===== src/rcs_regs.svh =====
// constants for the reset cause and register reset-state block
// Notes on behaviour
// a power-on reset sets the active-low time-out flag, so cleared time-out with cleared power-on never shows.
// a power-on reset sets the active-low power-down flag, so cleared power-down with cleared power-on never shows.
// a master-clear while running zeroes the program counter and the upper three status bits and keeps both status flags and the power-control flags.
// a master-clear during sleep zeroes the program counter and upper status bits, sets time-out and clears power-down.
// an interrupt wake-up advances the program counter, sets time-out, clears power-down and keeps the other status bits.
// an interrupt wake-up with the global interrupt enable set loads the interrupt vector instead of the next address.
// a watchdog reset clears time-out, sets power-down and zeroes the counter; a watchdog wake-up clears both and advances the counter.
// power-on clears only the power-on flag, brown-out clears only the brown-out flag, every other cause keeps both.
// power-on and brown-out load identical reset values: option and direction all ones, interrupt control zero but its last bit, page latch zero.
// a wake-up keeps register contents except the time-out and power-down flags and the interrupt flag bits that record the wake cause.
// software keeps reserved bits cleared; the block clears them on reset.
// software sets the power-on flag after a power-on reset so later resets read as other causes.
// the brown-out flag is unpredictable while the brown-out circuit is disabled.
// cause and all reset values are taken in the clock cycle in which the reset is released.
// among simultaneous requests power-on wins, then brown-out, then watchdog, then master-clear.
`ifndef RCS_REGS_SVH
`define RCS_REGS_SVH
`define RCS_ST_BANK_HI 7
`define RCS_ST_BANK_LO 5
`define RCS_ST_TO 4
`define RCS_ST_PD 3
`define RCS_POWER_CONTROL_REG_POR 1
`define RCS_POWER_CONTROL_REG_BOR 0
`define RCS_GIE_BIT 7
`define RCS_PC_RESET 13'h0000
`define RCS_PC_VECTOR 13'h0004
`define RCS_PC_STEP 13'h0001
`define RCS_BANK_RESET 3'h0
`define RCS_STATUS_RESET 8'h18
`define RCS_POWER_CONTROL_REG_RESET 2'h1
`define RCS_OPTION_RESET 8'hFF
`define RCS_DIRA_RESET 6'h3F
`define RCS_IRQ_CONTROL_REG_KEEP 8'h01
`define RCS_PAGE_RESET 5'h00
`define RCS_PIRA_RESET 8'h00
`define RCS_PIRB_RESET 8'h00
`endif


===== src/rcs_pkg.sv =====
// types for the reset cause and register reset-state block
package rcs_pkg;
   typedef enum logic [2:0] {
      rcs_cause_none = 3'h0,
      rcs_cause_por = 3'h1,
      rcs_cause_bor = 3'h2,
      rcs_cause_wdt_reset = 3'h3,
      rcs_cause_master_clear_pin_n_run = 3'h4,
      rcs_cause_master_clear_pin_n_sleep = 3'h5,
      rcs_cause_wdt_wake = 3'h6,
      rcs_cause_irq_wake = 3'h7
   } rcs_cause_type;
   typedef enum logic [1:0] {
      rcs_st_run = 2'h0,
      rcs_st_hold = 2'h1
   } rcs_state_type;
   typedef enum logic [2:0] {
      rcs_sel_status = 3'h0,
      rcs_sel_power_control_reg = 3'h1,
      rcs_sel_irq_control_reg = 3'h2,
      rcs_sel_pira = 3'h3,
      rcs_sel_pirb = 3'h4,
      rcs_sel_option = 3'h5,
      rcs_sel_dira = 3'h6,
      rcs_sel_page = 3'h7
   } rcs_sel_type;
endpackage


===== src/rcs_pc_sel.sv =====
// program counter start point chosen from the applied cause
`timescale 1ns/100ps
`include "rcs_regs.svh"
module rcs_pc_sel #(
   parameter int PC_WIDTH = 13
) (
   input wire rcs_pkg::rcs_cause_type i_cause,
   input wire logic [PC_WIDTH-1:0] i_pc,
   input wire logic i_global_irq_enable,
   output logic [PC_WIDTH-1:0] o_next_pc,
   output logic o_load
);
   wire logic is_wake;
   wire logic [PC_WIDTH-1:0] step_pc;
   assign is_wake = (i_cause == rcs_pkg::rcs_cause_wdt_wake) ||
                    (i_cause == rcs_pkg::rcs_cause_irq_wake);
   assign step_pc = PC_WIDTH'(i_pc + PC_WIDTH'(`RCS_PC_STEP));
   assign o_load = (i_cause != rcs_pkg::rcs_cause_none);
   always_comb begin
      if (!is_wake) begin
         o_next_pc = PC_WIDTH'(`RCS_PC_RESET);
      end else if ((i_cause == rcs_pkg::rcs_cause_irq_wake) && i_global_irq_enable) begin
         o_next_pc = PC_WIDTH'(`RCS_PC_VECTOR);
      end else begin
         o_next_pc = step_pc;
      end
   end
endmodule


===== src/rcs_top.sv =====
// reset cause recording and special register reset-state logic
`timescale 1ns/100ps
`include "rcs_regs.svh"
module rcs_top #(
   parameter int PC_WIDTH = 13
) (
   input wire logic i_clock,
   input wire logic i_rst,
   input wire logic i_por_req,
   input wire logic i_bor_req,
   input wire logic i_brownout_circuit_enable,
   input wire logic i_master_clear_pin_n,
   input wire logic i_watchdog_timeout,
   input wire logic i_sleeping,
   input wire logic i_wake_irq,
   input wire logic [7:0] i_wake_irq_flags,
   input wire logic [7:0] i_wake_periph_flags_a,
   input wire logic [7:0] i_wake_periph_flags_b,
   input wire logic [PC_WIDTH-1:0] i_pc,
   input wire logic i_sw_we,
   input wire rcs_pkg::rcs_sel_type i_sw_sel,
   input wire logic [7:0] i_sw_data,
   output logic [7:0] o_status,
   output logic [1:0] o_power_control_reg,
   output logic [7:0] o_irq_control_reg,
   output logic [7:0] o_periph_irq_flags_a,
   output logic [7:0] o_periph_irq_flags_b,
   output logic [7:0] o_option_reg,
   output logic [5:0] o_direction_reg_a,
   output logic [4:0] o_program_page_latch,
   output logic [PC_WIDTH-1:0] o_pc,
   output logic o_pc_load,
   output rcs_pkg::rcs_cause_type o_cause,
   output logic o_cause_valid,
   output logic o_in_reset
);
   ////////////////////////////////////////////////////////////////////////////////
   // cause priority
   function automatic logic [2:0] rank(input rcs_pkg::rcs_cause_type c);
      logic [2:0] r;
      r = 3'h0;
      unique case (c)
         rcs_pkg::rcs_cause_por: r = 3'h4;
         rcs_pkg::rcs_cause_bor: r = 3'h3;
         rcs_pkg::rcs_cause_wdt_reset: r = 3'h2;
         rcs_pkg::rcs_cause_master_clear_pin_n_run, rcs_pkg::rcs_cause_master_clear_pin_n_sleep: r = 3'h1;
         rcs_pkg::rcs_cause_none, rcs_pkg::rcs_cause_wdt_wake,
         rcs_pkg::rcs_cause_irq_wake: r = 3'h0;
      endcase
      return r;
   endfunction

   function automatic logic [7:0] pick(input logic sel, input logic [7:0] d,
                                       input logic [7:0] q);
      return sel ? d : q;
   endfunction

   rcs_pkg::rcs_state_type state;
   rcs_pkg::rcs_state_type next_state;
   rcs_pkg::rcs_cause_type held_cause;
   rcs_pkg::rcs_cause_type next_held_cause;
   rcs_pkg::rcs_cause_type req_cause;
   rcs_pkg::rcs_cause_type apply_cause;

   wire logic bor_req;
   wire logic master_clear_pin_n_req;
   wire logic wdt_reset_req;
   wire logic any_reset;
   wire logic wdt_wake;
   wire logic irq_wake;

   // disabled brown-out circuit is not trusted, its request is dropped
   assign bor_req = i_bor_req && i_brownout_circuit_enable;
   assign master_clear_pin_n_req = !i_master_clear_pin_n;
   // a watchdog time-out while asleep wakes the core rather than resetting it
   assign wdt_reset_req = i_watchdog_timeout && !i_sleeping;
   assign any_reset = i_por_req || bor_req || wdt_reset_req || master_clear_pin_n_req;
   assign wdt_wake = i_watchdog_timeout && i_sleeping;
   assign irq_wake = i_wake_irq && i_sleeping;

   always_comb begin
      if (i_por_req) begin
         req_cause = rcs_pkg::rcs_cause_por;
      end else if (bor_req) begin
         req_cause = rcs_pkg::rcs_cause_bor;
      end else if (wdt_reset_req) begin
         req_cause = rcs_pkg::rcs_cause_wdt_reset;
      end else if (master_clear_pin_n_req) begin
         req_cause = i_sleeping ? rcs_pkg::rcs_cause_master_clear_pin_n_sleep : rcs_pkg::rcs_cause_master_clear_pin_n_run;
      end else begin
         req_cause = rcs_pkg::rcs_cause_none;
      end
   end

   ////////////////////////////////////////////////////////////////////////////////
   // sequencing: hold while any request stands, apply on release
   always_comb begin
      next_state = state;
      next_held_cause = held_cause;
      apply_cause = rcs_pkg::rcs_cause_none;
      unique case (state)
         rcs_pkg::rcs_st_run: begin
            if (any_reset) begin
               next_state = rcs_pkg::rcs_st_hold;
               next_held_cause = req_cause;
            end else if (wdt_wake) begin
               apply_cause = rcs_pkg::rcs_cause_wdt_wake;
            end else if (irq_wake) begin
               apply_cause = rcs_pkg::rcs_cause_irq_wake;
            end
         end
         rcs_pkg::rcs_st_hold: begin
            // equal rank keeps the first sleep or run view of master-clear
            if (rank(req_cause) > rank(held_cause)) begin
               next_held_cause = req_cause;
            end
            if (!any_reset) begin
               next_state = rcs_pkg::rcs_st_run;
               apply_cause = held_cause;
            end
         end
         default: begin
            next_state = rcs_pkg::rcs_st_run;
         end
      endcase
   end

   always_ff @(posedge i_clock) begin
      if (i_rst) begin
         state <= rcs_pkg::rcs_st_run;
         held_cause <= rcs_pkg::rcs_cause_none;
      end else begin
         state <= next_state;
         held_cause <= next_held_cause;
      end
   end

   ////////////////////////////////////////////////////////////////////////////////
   // cause decode
   wire logic is_por;
   wire logic is_bor;
   wire logic is_wdt_reset;
   wire logic is_master_clear_pin_n_run;
   wire logic is_master_clear_pin_n_sleep;
   wire logic is_full_reset;
   wire logic is_wake;
   assign is_por = (apply_cause == rcs_pkg::rcs_cause_por);
   assign is_bor = (apply_cause == rcs_pkg::rcs_cause_bor);
   assign is_wdt_reset = (apply_cause == rcs_pkg::rcs_cause_wdt_reset);
   assign is_master_clear_pin_n_run = (apply_cause == rcs_pkg::rcs_cause_master_clear_pin_n_run);
   assign is_master_clear_pin_n_sleep = (apply_cause == rcs_pkg::rcs_cause_master_clear_pin_n_sleep);
   assign is_full_reset = is_por || is_bor || is_wdt_reset || is_master_clear_pin_n_run || is_master_clear_pin_n_sleep;
   assign is_wake = (apply_cause == rcs_pkg::rcs_cause_wdt_wake) ||
                    (apply_cause == rcs_pkg::rcs_cause_irq_wake);

   ////////////////////////////////////////////////////////////////////////////////
   // software write path; hardware updates below win over a same-cycle write
   wire logic [7:0] base_status;
   wire logic [7:0] base_power_control_reg;
   wire logic [7:0] base_irq_control_reg;
   wire logic [7:0] base_pira;
   wire logic [7:0] base_pirb;
   wire logic [7:0] base_option;
   wire logic [7:0] base_dira;
   wire logic [7:0] base_page;
   assign base_status = pick(i_sw_we && (i_sw_sel == rcs_pkg::rcs_sel_status), i_sw_data,
                             o_status);
   // software setting the power-on flag marks later resets as other causes
   assign base_power_control_reg = pick(i_sw_we && (i_sw_sel == rcs_pkg::rcs_sel_power_control_reg), i_sw_data,
                           {6'h00, o_power_control_reg});
   assign base_irq_control_reg = pick(i_sw_we && (i_sw_sel == rcs_pkg::rcs_sel_irq_control_reg), i_sw_data,
                             o_irq_control_reg);
   assign base_pira = pick(i_sw_we && (i_sw_sel == rcs_pkg::rcs_sel_pira), i_sw_data,
                           o_periph_irq_flags_a);
   assign base_pirb = pick(i_sw_we && (i_sw_sel == rcs_pkg::rcs_sel_pirb), i_sw_data,
                           o_periph_irq_flags_b);
   assign base_option = pick(i_sw_we && (i_sw_sel == rcs_pkg::rcs_sel_option), i_sw_data,
                             o_option_reg);
   assign base_dira = pick(i_sw_we && (i_sw_sel == rcs_pkg::rcs_sel_dira), i_sw_data,
                           {2'h0, o_direction_reg_a});
   assign base_page = pick(i_sw_we && (i_sw_sel == rcs_pkg::rcs_sel_page), i_sw_data,
                           {3'h0, o_program_page_latch});

   ////////////////////////////////////////////////////////////////////////////////
   // next register values
   wire logic next_to;
   wire logic next_pd;
   wire logic [2:0] next_bank;
   wire logic [7:0] next_status;
   wire logic next_por_n;
   wire logic next_bor_n;
   wire logic [7:0] next_irq_control_reg;
   wire logic [7:0] next_pira;
   wire logic [7:0] next_pirb;
   wire logic [7:0] next_option;
   wire logic [5:0] next_dira;
   wire logic [4:0] next_page;
   wire logic [PC_WIDTH-1:0] sel_pc;
   wire logic sel_load;

   assign next_to = (is_por || is_bor || is_master_clear_pin_n_sleep ||
                     apply_cause == rcs_pkg::rcs_cause_irq_wake) ? 1'b1 :
                    (is_wdt_reset || apply_cause == rcs_pkg::rcs_cause_wdt_wake) ? 1'b0 :
                    base_status[`RCS_ST_TO];
   assign next_pd = (is_por || is_bor || is_wdt_reset) ? 1'b1 :
                    (is_master_clear_pin_n_sleep || is_wake) ? 1'b0 :
                    base_status[`RCS_ST_PD];
   assign next_bank = is_full_reset ? `RCS_BANK_RESET :
                      base_status[`RCS_ST_BANK_HI:`RCS_ST_BANK_LO];
   assign next_status = {next_bank, next_to, next_pd, base_status[2:0]};
   assign next_por_n = is_por ? 1'b0 : base_power_control_reg[`RCS_POWER_CONTROL_REG_POR];
   assign next_bor_n = is_bor ? 1'b0 : base_power_control_reg[`RCS_POWER_CONTROL_REG_BOR];
   assign next_irq_control_reg = is_full_reset ? (base_irq_control_reg & `RCS_IRQ_CONTROL_REG_KEEP) :
                        is_wake ? (base_irq_control_reg | i_wake_irq_flags) : base_irq_control_reg;
   // reserved flag bits come back cleared from every reset
   assign next_pira = is_full_reset ? `RCS_PIRA_RESET :
                      is_wake ? (base_pira | i_wake_periph_flags_a) : base_pira;
   assign next_pirb = is_full_reset ? `RCS_PIRB_RESET :
                      is_wake ? (base_pirb | i_wake_periph_flags_b) : base_pirb;
   assign next_option = is_full_reset ? `RCS_OPTION_RESET : base_option;
   assign next_dira = is_full_reset ? `RCS_DIRA_RESET : base_dira[5:0];
   assign next_page = is_full_reset ? `RCS_PAGE_RESET : base_page[4:0];

   rcs_pc_sel #(
      .PC_WIDTH(PC_WIDTH)
   ) u_pc_sel (
      .i_cause(apply_cause),
      .i_pc(i_pc),
      .i_global_irq_enable(o_irq_control_reg[`RCS_GIE_BIT]),
      .o_next_pc(sel_pc),
      .o_load(sel_load)
   );

   ////////////////////////////////////////////////////////////////////////////////
   // registers; i_rst stands for a power-on with defined flag values
   always_ff @(posedge i_clock) begin
      if (i_rst) begin
         o_status <= `RCS_STATUS_RESET;
         o_power_control_reg <= `RCS_POWER_CONTROL_REG_RESET;
         o_irq_control_reg <= 8'h00;
         o_periph_irq_flags_a <= `RCS_PIRA_RESET;
         o_periph_irq_flags_b <= `RCS_PIRB_RESET;
         o_option_reg <= `RCS_OPTION_RESET;
         o_direction_reg_a <= `RCS_DIRA_RESET;
         o_program_page_latch <= `RCS_PAGE_RESET;
      end else begin
         o_status <= next_status;
         o_power_control_reg <= {next_por_n, next_bor_n};
         o_irq_control_reg <= next_irq_control_reg;
         o_periph_irq_flags_a <= next_pira;
         o_periph_irq_flags_b <= next_pirb;
         o_option_reg <= next_option;
         o_direction_reg_a <= next_dira;
         o_program_page_latch <= next_page;
      end
   end

   always_ff @(posedge i_clock) begin
      if (i_rst) begin
         o_pc <= PC_WIDTH'(`RCS_PC_RESET);
         o_pc_load <= 1'b0;
         o_cause <= rcs_pkg::rcs_cause_por;
         o_cause_valid <= 1'b0;
         o_in_reset <= 1'b0;
      end else begin
         o_pc <= sel_load ? sel_pc : o_pc;
         o_pc_load <= sel_load;
         o_cause <= sel_load ? apply_cause : o_cause;
         o_cause_valid <= sel_load;
         o_in_reset <= (next_state == rcs_pkg::rcs_st_hold);
      end
   end
endmodule


===== config.mk =====
export PLATFORM = sky130hd
export DESIGN_NAME = rcs_top
export DESIGN_NICKNAME = d
export VERILOG_FILES = /design/src/rcs_pkg.sv /design/src/rcs_pc_sel.sv /design/src/rcs_top.sv
export VERILOG_INCLUDE_DIRS = /design/src /design/src/src
export SDC_FILE = /design/constraint.sdc
export NUM_CORES = 1
export LEC_CHECK = 0
export CORE_AREA = 4 4 82 92
export CTS_CLUSTER_SIZE = 14
export DETAILED_ROUTE_END_ITERATION = 8
export DIE_AREA = 0 0 86 96
export DONT_BUFFER_PORTS = 1
export PLACE_DENSITY = 0.69
export SLEW_MARGIN = 10
export SYNTH_ARGS = -nofsm -noshare
export SYNTH_HDL_FRONTEND = slang
export SYNTH_SLANG_ARGS = --single-unit

===== constraint.sdc =====
create_clock -name i_clock -period 2.15 [get_ports i_clock]
set_input_delay 0.1075 -clock i_clock [delete_from_list [all_inputs] [get_ports i_clock]]
set_output_delay 0.1075 -clock i_clock [all_outputs]
set_load 0.01 [all_outputs]

==> results.yml <==
pwr:
  p_per_area_mw_per_mm2: 702
  power_frac_comb_pct: 10.2
  p_sw_w: 0.000768
  peakVddDrop_mv: 0.403
  seqPwrFrac_pct: 52.7
  pwr-share-clk_pct: 37.1
  p_int_w: 0.00219
  leakage_nw: 1.56
  switching_share_pct: 26.0
die:
  row_count: 31
  io-pin-count: 130
  die_y_um: 96
  core_mm2: 0.00656
  die-area_mm2: 0.00826
  initial_core_util_pct: 54.2
  die_x_um: 86
sta:
  slew_headroom_pct: 41.6
  drv_slew: 0
  tns_ps: 0
  layout_min_cycle_time_ps: 1930
  finClkSkew_ps: 7.70
  finalSetupViolations: 0
  fin_crit_sh_pct: 89.7
  max_freq_ghz: 0.519
  hold_viol_final: 0
  rsz0062_at_grt: "no"
  tightest_slew_ps: 870
worst_setup_path:
  cp.required_ps: 2410
  end_kind: "flip-flop"
  path_class: "flip-flop to flip-flop"
  crit_slowest_cell: "mux2_2"
  crit_path_max_fanout: 4
  crit_chain: "inv_1, ha_1, a21oi_1, o21ai_0, a22oi_2, mux2_2, nor3b_1"
  cpPeakStageDelay_ps: 390
  reg2reg_setup_slack_ps: 220
  ff2ff_path_depth: 7
  start_kind: "flip-flop"
  worstPathArrival_ps: 2180
drt:
  wl_mm: 9.87
  drtAntennaViolNets: 0
  dr.pass1.iters: 4
  drt_iter0_drc: 110
  via_per_inst: 5.70
  wl_per_cell_um: 18.1
  drcViolationCount: 0
  via_count: 3109
synthesis:
  ys_types: 50
  seq_area_frac_synth_pct: 44.5
  synth-async-reset-ratio_pct: 0
  synth.area.top_cells: "dfxtp_1 (45%), nand2_1 (13%), a31oi_1 (4.4%)"
  synth_ff_type: "dfxtp_1"
  syn_avg_cell_area_um2: 8.46
  synth_top_area_share_pct: 44.5
  syn_inst: 420
  yosysWarningCount: 0
  synth_area_mm2: 0.00355
  synthTopCellsByCount: "nand2_1 (121), dfxtp_1 (79), a31oi_1 (25), nor2_1 (22), nand3_1 (20)"
  yosysMostFrequentCell: "nand2_1"
  syn_nets: 482
  ys_ff_latch: 79
  synth_edf_count: 0
  synth_area_leader_cell: "dfxtp_1"
grt:
  grtUsageTotal_pct: 24.5
  grt_pass1_wl_mm: 15.8
  grt_antenna_before_repair: 0
  grt_max_degree: 32
  grt.overflow.total: 0
  grt_pass1_vias: 3195
clock_tree:
  cts.sinks: 79
  path_clk_slew_ps: 80
  cts_max_level: 3
  post-cts-setup-buffers: 0
  clk_path_buf_depth: 2
  cts_root_buf: "clkbuf_8"
  cts_tree: "done"
  numCtsBuffers: 9
  worstSkewPairLatency_ps: 340
  hold_buffers: 45
  cts_resized: 0
layout:
  syn2layout_area_growth_pct: 18.4
  final_core_util_pct: 64.2
  antennaDiodeCount: 0
  seqCellArea_mm2: 0.00158
  fillers: 554
  regMostFlops: "o_pc"
  nets: 520
  multi_input_area_mm2: 0.00180
  largest_register_ffs: 13
  drive_above_1_share_pct: 9.07
run:
  drv_cap: 0
hold_path:
  min_from: "i_pc[1]"
  hold_depth: 2
  hp-class: "primary input to flip-flop"
  worstHoldEndpoint: "o_pc[1]"
place:
  port_buffers: 0
  gp_congestion: 0.805
  hpwl_mm: 6.55
run_status:
  status: "finished, final reports clean"
==> critical path, delay by kind of cell (launching register included) <==
kind	cells	cell delay, ps
flip-flops	1	310
AO/OA/AOI/OAI	3	560
buffers and inverters	1	40
adder cells (fa/ha/maj)	1	320
multiplexers	1	390
AND/OR/NAND/NOR	1	210
==> area by class of cell <==
class / instances / area share (%)
tap: 82 / 2.44
sequential: 79 / 37.6
timing repair buffer: 51 / 11.8
clock buffer: 9 / 2.94
inverter: 8 / 0.714
clock inverter: 7 / 1.75
multi-input combinational: 309 / 42.8
==> power by group through the flow <==
stage | clock [W] | sequential (W) | combinational [W]
floorplan | 0 | 0.00158 | 0.000191
global placement | 0 | 0.00159 | 0.000198
detailed placement | 0 | 0.00159 | 0.000206
CTS | 0.00112 | 0.00156 | 0.000300
global route | 0.00118 | 0.00156 | 0.000332
finish | 0.00109 | 0.00156 | 0.000301
==> cell usage in the layout (no fill, tap or decap), types with 2 or more instances in the layout <==
master         count
nand2_1          121
o21ai_0            5
o2bb2ai_2         10
ha_1               4
a21o_1             3
nand3_1           20
nor2b_1            4
clkinv_2           2
nor3_1             7
mux2i_1           14
clkbuf_8           9
nor3b_1            4
inv_1              8
a211o_1            2
buf_4              6
a31oi_1           25
nand2b_1           7
mux2_2             2
nor2_1            22
nand4_1            2
o2bb2ai_1          2
dfxtp_1           79
dlygate4sd3_1     45
xnor2_1            6
clkinv_4           3
and2_1             2
a21oi_1           14
or2_2              2
and3_1             6
xor2_1             5
==> worst max-delay path by stage <==
stage,start,endpoint,depth (start not counted)
floorplan,i_sleeping,flip-flop,9
global route,flip-flop,flip-flop,7
global placement,i_sleeping,flip-flop,9
detailed placement,i_sleeping,flip-flop,9
finish,flip-flop,flip-flop,7
CTS,flip-flop,flip-flop,7
==> per-stage QoR <==
stage,setup slack [ps],power [W],instance area (um2),cells,hold WS (ps)
finish,222,0.00295,4210,545,35.8
global route,95.9,0.00308,4210,545,41.8
global placement,323,0.00179,3560,484,181
detailed placement,229,0.00180,3560,484,184
CTS,222,0.00298,4210,545,18.5
floorplan,391,0.00177,3550,420,195
==> cell families (layout without fill, tap and decap cells) <==
group	Yosys count	after routing	share of synthesized area [%]
xor gates and xnor gates	11	11	2.71
adders and majority gates	4	4	1.41
muxes	16	16	4.58
AOI/OAI and AO/OA	75	75	16.7
buffers and inverters	32	75	4.82
other	1	1	0.106
and+or+nand+nor	202	202	25.2
DFF	79	79	44.5
==> routing by layer <==
layer | vias up | global-route usage, % | wire length [um]
met5 | - | 0 | 0
met4 | 0 | 11.6 | 165
met3 | 15 | 8.73 | 1020
met2 | 129 | 40.6 | 4790
met1 | 1454 | 28.2 | 3900
li1 | 1511 | - | -
Power figures use the tool's default switching activity.
